## src/hw/alu_pkg.sv

```systemverilog
package alu_pkg;

    // Data width and flag register location
    localparam int          DATA_W       = 8;
    localparam logic [7:0]  FLAG_REG_ADDR = 8'h0a;

    // Flag bit positions
    localparam int CARRY_BIT    = 0;
    localparam int HALF_BIT     = 1;
    localparam int ZERO_BIT     = 2;
    localparam int OVF_BIT      = 3;
    localparam int PDOWN_BIT    = 4;
    localparam int TIMEOUT_BIT  = 5;

    // Value after reset, write mask and read mask
    localparam logic [7:0] FLAG_RESET     = 8'h00;
    localparam logic [7:0] FLAG_SW_MASK   = 8'h0f;
    localparam logic [7:0] FLAG_READ_MASK = 8'h3f;

    // Decimal adjust constants
    localparam logic [3:0] BCD_LIMIT = 4'h9;
    localparam logic [7:0] BCD_LOW6  = 8'h06;
    localparam logic [7:0] BCD_HIGH6 = 8'h60;

    // Operation codes
    typedef enum logic [4:0] {
        OP_NONE             = 5'h00,
        OP_ADD              = 5'h01,
        OP_ADC              = 5'h02,
        OP_SUB              = 5'h03,
        SUBTRACT_WITH_BORROW_OP = 5'h04,
        DECIMAL_ADJUST_OP   = 5'h05,
        OP_AND              = 5'h06,
        OP_OR               = 5'h07,
        OP_XOR              = 5'h08,
        COMPLEMENT_OP       = 5'h09,
        ROTATE_LEFT_OP      = 5'h0a,
        ROTATE_RIGHT_OP     = 5'h0b,
        ROTATE_LEFT_THROUGH_CARRY_OP  = 5'h0c,
        ROTATE_RIGHT_THROUGH_CARRY_OP = 5'h0d,
        OP_INC              = 5'h0e,
        DECREMENT_OP        = 5'h0f,
        SKIP_IF_ZERO_OP     = 5'h10,
        SKIP_IF_NONZERO_OP  = 5'h11,
        INCREMENT_SKIP_ZERO_OP = 5'h12,
        DECREMENT_SKIP_ZERO_OP = 5'h13,
        OP_PASS             = 5'h14
    } alu_op_e;

endpackage

```

## src/hw/alu_with_flag_register.sv

```systemverilog
// Implementation choice: the plain strobed port.
`timescale 1ns/10ps
module alu_with_flag_register #(
    parameter int WIDTH = 8
) (
    // Clock and reset
    input  wire logic                clk,
    input  wire logic                rst,
    // Operation request
    input  wire logic                op_valid,
    input  wire logic [4:0]          op_code,
    input  wire logic [WIDTH-1:0]    operand_a,
    input  wire logic [WIDTH-1:0]    operand_b,
    // Operation answer
    output logic      [WIDTH-1:0]    result,
    output logic                     result_valid,
    output logic                     skip_next,
    // Register port
    input  wire logic [7:0]          reg_addr,
    input  wire logic [7:0]          reg_wdata,
    input  wire logic                reg_write,
    input  wire logic                reg_read,
    output logic      [7:0]          reg_rdata,
    // System events
    input  wire logic                watchdog_clear_instruction,
    input  wire logic                halt_instruction,
    input  wire logic                watchdog_timeout,
    // Flag view
    output logic      [7:0]          flags
);

    logic [7:0] flag_q;
    logic [1:0] event_q;  // Timeout, power-down kept apart from arith flags

    // Current flag bits as seen by the ALU
    wire logic c_in = flag_q[alu_pkg::CARRY_BIT];
    wire logic h_in = flag_q[alu_pkg::HALF_BIT];

    alu_pkg::alu_op_e op;
    assign op = alu_pkg::alu_op_e'(op_code);

    // Adder: subtract is a + ~b + 1, borrow-free when carry is set
    // adder operand selection
    wire logic is_sub   = (op == alu_pkg::OP_SUB) || (op == alu_pkg::SUBTRACT_WITH_BORROW_OP);
    wire logic is_arith = is_sub || (op == alu_pkg::OP_ADD) || (op == alu_pkg::OP_ADC);
    wire logic [7:0] add_b = is_sub ? ~operand_b : operand_b;
    wire logic add_cin = (op == alu_pkg::OP_SUB) ? 1'b1 :
                         ((op == alu_pkg::OP_ADC) || (op == alu_pkg::SUBTRACT_WITH_BORROW_OP))
                         ? c_in : 1'b0;
    wire logic [4:0] low_sum  = {1'b0, operand_a[3:0]} + {1'b0, add_b[3:0]} + {4'h0, add_cin};
    wire logic [3:0] mid_sum  = {1'b0, operand_a[6:4]} + {1'b0, add_b[6:4]} + {3'h0, low_sum[4]};
    wire logic [1:0] top_sum  = {1'b0, operand_a[7]} + {1'b0, add_b[7]} + {1'b0, mid_sum[3]};
    wire logic [7:0] add_res  = {top_sum[0], mid_sum[2:0], low_sum[3:0]};
    // carry into versus out of MSB
    wire logic add_ovf = mid_sum[3] ^ top_sum[1];

    wire logic       da_low  = (operand_a[3:0] > alu_pkg::BCD_LIMIT) || h_in;
    wire logic [8:0] da_s1   = {1'b0, operand_a} + (da_low ? {1'b0, alu_pkg::BCD_LOW6} : 9'h000);
    wire logic       da_high = (da_s1[7:4] > alu_pkg::BCD_LIMIT) || c_in || da_s1[8];
    wire logic [8:0] da_s2   = {1'b0, da_s1[7:0]}
                               + (da_high ? {1'b0, alu_pkg::BCD_HIGH6} : 9'h000);
    wire logic       da_c    = c_in || da_s1[8] || da_s2[8] || da_high;

    wire logic [7:0] inc_res = operand_a + 8'h01;
    wire logic [7:0] dec_res = operand_a - 8'h01;

    // Result and flag effects of the current operation
    logic [7:0] next_result;
    logic       next_skip;
    logic       upd_c, upd_h, upd_z, upd_v;
    logic       new_c, new_h, new_v;

    always_comb begin
        next_result = operand_a;
        next_skip   = 1'b0;
        upd_c = 1'b0;
        upd_h = 1'b0;
        upd_z = 1'b0;
        upd_v = 1'b0;
        new_c = c_in;
        new_h = h_in;
        new_v = flag_q[alu_pkg::OVF_BIT];
        unique case (op)
            alu_pkg::OP_ADD, alu_pkg::OP_ADC, alu_pkg::OP_SUB,
            alu_pkg::SUBTRACT_WITH_BORROW_OP: begin
                next_result = add_res;
                upd_c = 1'b1;
                new_c = top_sum[1];
                upd_h = 1'b1;
                new_h = low_sum[4];
                upd_v = 1'b1;
                new_v = add_ovf;
                upd_z = 1'b1;
            end
            alu_pkg::DECIMAL_ADJUST_OP: begin
                next_result = da_s2[7:0];
                upd_c = 1'b1;
                new_c = da_c;
            end
            alu_pkg::OP_AND: begin
                next_result = operand_a & operand_b;
                upd_z = 1'b1;
            end
            alu_pkg::OP_OR: begin
                next_result = operand_a | operand_b;
                upd_z = 1'b1;
            end
            alu_pkg::OP_XOR: begin
                next_result = operand_a ^ operand_b;
                upd_z = 1'b1;
            end
            alu_pkg::COMPLEMENT_OP: begin
                next_result = ~operand_a;
                upd_z = 1'b1;
            end
            alu_pkg::ROTATE_LEFT_OP:  next_result = {operand_a[6:0], operand_a[7]};
            alu_pkg::ROTATE_RIGHT_OP: next_result = {operand_a[0], operand_a[7:1]};
            alu_pkg::ROTATE_LEFT_THROUGH_CARRY_OP: begin
                next_result = {operand_a[6:0], c_in};
                upd_c = 1'b1;
                new_c = operand_a[7];
            end
            alu_pkg::ROTATE_RIGHT_THROUGH_CARRY_OP: begin
                next_result = {c_in, operand_a[7:1]};
                upd_c = 1'b1;
                new_c = operand_a[0];
            end
            alu_pkg::OP_INC: begin
                next_result = inc_res;
                upd_z = 1'b1;
            end
            alu_pkg::DECREMENT_OP: begin
                next_result = dec_res;
                upd_z = 1'b1;
            end
            alu_pkg::SKIP_IF_ZERO_OP:    next_skip = (operand_a == 8'h00);
            alu_pkg::SKIP_IF_NONZERO_OP: next_skip = (operand_a != 8'h00);
            alu_pkg::INCREMENT_SKIP_ZERO_OP: begin
                next_result = inc_res;
                next_skip   = (inc_res == 8'h00);
            end
            alu_pkg::DECREMENT_SKIP_ZERO_OP: begin
                next_result = dec_res;
                next_skip   = (dec_res == 8'h00);
            end
            alu_pkg::OP_NONE, alu_pkg::OP_PASS: next_result = operand_a;
            default: next_result = operand_a;
        endcase
    end

    // Register write and read decode
    wire logic flag_wr = reg_write && (reg_addr == alu_pkg::FLAG_REG_ADDR);
    wire logic flag_rd = reg_read && (reg_addr == alu_pkg::FLAG_REG_ADDR);
    wire logic alu_go  = op_valid && !flag_wr;

    logic [3:0] next_arith;
    always_comb begin
        next_arith = flag_q[3:0];
        if (flag_wr) begin
            next_arith = reg_wdata[3:0] & alu_pkg::FLAG_SW_MASK[3:0];
        end else if (alu_go) begin
            if (upd_c) next_arith[alu_pkg::CARRY_BIT] = new_c;
            if (upd_h) next_arith[alu_pkg::HALF_BIT]  = new_h;
            if (upd_z) next_arith[alu_pkg::ZERO_BIT]  = (next_result == 8'h00);
            if (upd_v) next_arith[alu_pkg::OVF_BIT]   = new_v;
        end
    end

    // timeout and power-down flag events, timeout set wins
    logic [1:0] next_event;
    always_comb begin
        next_event = event_q;
        if (halt_instruction) begin
            next_event = 2'b01;
        end else if (watchdog_clear_instruction) begin
            next_event = 2'b00;
        end
        if (watchdog_timeout) next_event[1] = 1'b1;
    end

    always_ff @(posedge clk or posedge rst) begin
        if (rst) begin
            flag_q  <= alu_pkg::FLAG_RESET;
            event_q <= 2'b00;
        end else begin
            flag_q  <= {4'h0, next_arith};
            event_q <= next_event;
        end
    end

    always_ff @(posedge clk or posedge rst) begin
        if (rst) begin
            result       <= 8'h00;
            result_valid <= 1'b0;
            skip_next    <= 1'b0;
            reg_rdata    <= 8'h00;
        end else begin
            result       <= alu_go ? next_result : result;
            result_valid <= alu_go;
            skip_next    <= alu_go && next_skip;
            reg_rdata    <= flag_rd ? flags : 8'h00;
        end
    end

    assign flags = {2'b00, event_q, flag_q[3:0]} & alu_pkg::FLAG_READ_MASK;
endmodule

```

## config.mk

```make
export PLATFORM = sky130hd
export DESIGN_NAME = alu_with_flag_register
export DESIGN_NICKNAME = d
export VERILOG_FILES = /design/src/hw/alu_pkg.sv /design/src/hw/alu_with_flag_register.sv
export SDC_FILE = /design/constraint.sdc
export NUM_CORES = 1
export LEC_CHECK = 0
export ABC_AREA = 0
export BUFFER_PORTS_ARGS = -buffer_cell sky130_fd_sc_hd__buf_2
export CAP_MARGIN = 20
export CORE_MARGIN = 5
export CORE_UTILIZATION = 51
export CTS_CLUSTER_SIZE = 14
export DETAILED_ROUTE_END_ITERATION = 10
export MAX_ROUTING_LAYER = met4
export PLACE_DENSITY = 0.76
export SLEW_MARGIN = 20
export SYNTH_ARGS = -nofsm -noshare
export SYNTH_HDL_FRONTEND = slang
export SYNTH_SLANG_ARGS = --single-unit
```

## constraint.sdc

```tcl
create_clock -name clk -period 7.14 [get_ports clk]
set_input_delay 0 -clock clk [delete_from_list [all_inputs] [get_ports clk]]
set_output_delay 0 -clock clk [all_outputs]
set_load 0.02 [all_outputs]
```

==> results.sh <==
export IMPL_cpPeakStageDelay_ns=0.60
export IMPL_gr_usage_all_layers_pct=25.0
export IMPL_drv_cap=0
export IMPL_post_synth_main_area_contributors="dfrtp_1, ha_1, xnor2_1, nand2_1, fa_1"
export IMPL_synth_flop_cell="dfrtp_1"
export IMPL_maxClockFrequency_mhz=194
export IMPL_chipWidth_um=89.9
export IMPL_dp_hpwl_um=7620
export IMPL_drive_above_1_share_pct=19.8
export IMPL_drtPass1Iterations=5
export IMPL_post_cts_resized_instances=0
export IMPL_gp_congestion=0.961
export IMPL_grt_first_pass_wirelength_um=16400
export IMPL_die_area_um2=8080
export IMPL_flow_area_growth_from_synthesis_pct=12.4
export IMPL_grt_remaining_overflow=0
export IMPL_port_buffer_count=62
export IMPL_fin_worst_hold_slack_ns=0.00734
export IMPL_initial_utilization_pct=51.8
export IMPL_route_vias_total=3338
export IMPL_totalWireLength_um=9990
export IMPL_clk_latency_ns=0.26
export IMPL_synthesis_yosys_warnings=0
export IMPL_yosysTopAreaCell="dfrtp_1"
export IMPL_remaining_drc_errors=0
export IMPL_p_total_mw=0.510
export IMPL_worst_slew_margin_rel_pct=16.5
export IMPL_worst_endpoint_arrival_ns=5.30
export IMPL_maximum_number_of_pins_on_one_net_before_global_route_repair=45
export IMPL_core_area_um2=6280
export IMPL_postSynthRegisterBits=22
export IMPL_clock_skew_ns=0.00385
export IMPL_crit_path_cell_trace="buf_2 > nand2_1 > nor2_1 > o21ai_1 > xnor2_1 > fa_1 > fa_1 > a21o_1 > a21o_1 > fa_1 > a21o_1 > a21o_1 > fa_1 > a221o_1 > a2111oi_2 > o211ai_1 > a22o_1 > mux2_2"
export IMPL_clkTransAtPathRegs_ns=0.08
export IMPL_n_antenna_cell=0
export IMPL_ctsHtreeMaxLevel=1
export IMPL_cts_sinks=22
export IMPL_cpMaxStageDelayCell="buf_2"
export IMPL_grt_pass1_vias=3233
export IMPL_cp_class="in -> reg"
export IMPL_cp_required_ns=7.30
export IMPL_synth_sequential_area_ratio_pct=16.9
export IMPL_final_net_count=536
export IMPL_timing_final_crit_share_pct=72.0
export IMPL_largest_delay_share_family_worst_path="compound AO/OA/AOI/OAI gates"
export IMPL_leakagePower_nw=1.67
export IMPL_syn_area_per_cell_um2=8.05
export IMPL_cts_made_buffers=3
export IMPL_worst_pin_slew_ns=1.24
export IMPL_outcome="finished, final reports clean"
export IMPL_synthArstFlopShare_pct=100
export IMPL_power_per_cell_area_nw_per_um2=140
export IMPL_clockRootBuffer="clkbuf_8"
export IMPL_cts_tree="done"
export IMPL_netlist_area_um2=3250
export IMPL_rsz_0062_raised_after_global_routing="false"
export IMPL_synthMostInstantiatedCell="nand2_1"
export IMPL_cp_end_kind="flip-flop"
export IMPL_drt_vias_per_instance=6.29
export IMPL_die_h_um=89.9
export IMPL_min_period_ns=5.14
export IMPL_timing_max_transition_violations_final=0
export IMPL_max_root_sink_buffers=2
export IMPL_number_of_enable_type_register_cells_in_the_synthesized_netlist=0
export IMPL_timing_hold_worst_class="in -> reg"
export IMPL_yosys_cell_types=80
export IMPL_yosys_top_cells_count="nand2_1, ha_1, inv_1"
export IMPL_wl_per_cell_um=18.8
export IMPL_antenna_found_initial=0
export IMPL_type_of_element_launching_the_critical_path="primary input"
export IMPL_max_fo_critical_path=44
export IMPL_fin_tns_setup_ns=0
export IMPL_final_antenna_violating_net_count=0
export IMPL_worstPathBufferInverterCount=1
export IMPL_row_count=29
export IMPL_detail_route_iter0_violations=293
export IMPL_final_setup_fails=0
export IMPL_ios=71
export IMPL_timing_hold_violations_final=0
export IMPL_synthDominantCellAreaShare_pct=16.9
export IMPL_synthesis_instances=404
export IMPL_irDropWorstVdd_uv=180
sequential cells by signal (all words and copies together), names as in the netlist:
name          cells
event_q           2
flag_q            4
reg_rdata         6
result            8
result_valid      1
skip_next         1
final timing paths:
| path | cells past startpoint | slack, ns | startpoint | end |
|---|---|---|---|---|
| setup / recovery | 18 | 2.00 | op_code[0] | result[7] |
| hold / removal | 4 | 0.007 | reg_addr[6] | reg_rdata[2] |
| setup reg to reg | 15 | 2.32 | flag_q[0] | result[7] |
| hold reg to reg | 2 | 0.48 | result[6] | result[6] |
| max in group asynchronous | 3 | 6.20 | rst | result[1] |
| min in group asynchronous | 3 | 0.44 | rst | event_q[1] |
per-layer routing:
metal	GRT usage (%)	up-vias	wire [µm]	part of all wire (%)
li1	-	1573	-	-
met2	40.4	207	4570	46
met4	8.93	0	343	3.4
met5	-	-	0	0
met1	31.3	1526	4100	41
met3	4.42	32	978	9.8
worst reg2reg max path: stages (launching register included):
cell,delay [ns]
dfrtp_1,0.52
nor2b_1,0.20
o21a_1,0.18
fa_1,0.42
fa_1,0.42
a21o_1,0.18
a21o_1,0.23
fa_1,0.43
a21o_1,0.18
a21o_1,0.21
fa_1,0.46
a221o_1,0.33
a2111oi_2,0.26
o211ai_1,0.15
a22o_1,0.29
mux2_2,0.27
through the flow:
| step | cell area [µm²] | cells | utilization, % | setup slack [ns] |
|---|---|---|---|---|
| CTS | 3660 | 531 | 58.2 | 2.08 |
| floorplan | 3260 | 407 | - | 2.27 |
| finish | 3660 | 531 | 58.2 | 2.00 |
| global placement | 3520 | 521 | 56.1 | 1.92 |
| detailed placement | 3520 | 521 | 56.1 | 1.80 |
| global route | 3660 | 531 | 58.2 | 1.78 |
cell usage in the layout (no fill, tap or decap), types with 4 or more instances in the layout:
master and count:
buf_2 62, nand2_1 40, ha_1 30, inv_1 29, nor2_1 23, dfrtp_1 22, o21ai_0 21, xnor2_1 18
nand3_1 14, a21oi_1 14, o211ai_1 14, a21o_1 10, nor3_1 8, mux2i_1 7, nor2b_1 7, xor2_1 6
and2_1 6, mux2_2 6, fa_1 6, dlygate4sd3_1 6, o22ai_1 5, nand4_1 5, and3_1 4, o21ai_1 4
o221ai_1 4, conb_1 4
final cells by class:
cell class	count	area [µm²]
well taps	77	96.3
fillers	580	2620
inverters	30	113
multi-input cells	329	2450
clock buffers	3	41.3
clock inverters	1	30.0
flip-flops and latches	22	551
repair buffers	69	378
logic make-up (layout without fill, tap and decap cells):
family | after synthesis | after routing | synth area share, %
compound gates | 116 | 116 | 26.2
other cells | 1 | 4 | 0.115
simple gates | 136 | 136 | 22.6
fa+ha+maj | 36 | 36 | 15.2
buf+inv | 56 | 103 | 8.19
xor+xnor | 24 | 24 | 6.46
flops | 22 | 22 | 16.9
mux | 13 | 13 | 4.23
power breakdown:
part	total (mW)	internal (mW)	switching [mW]
clock network	0.114	0.0749	0.0393
registers	0.154	0.139	0.0147
logic	0.242	0.0942	0.148
total	0.510	0.308	0.202
what timing repair did:
item                                   in CTS  in global routing
endpoints found under the hold margin      27                  0
setup buffers                               0                  0
hold buffers                                6                  0
Note: power is estimated with default switching activity, not from simulation.
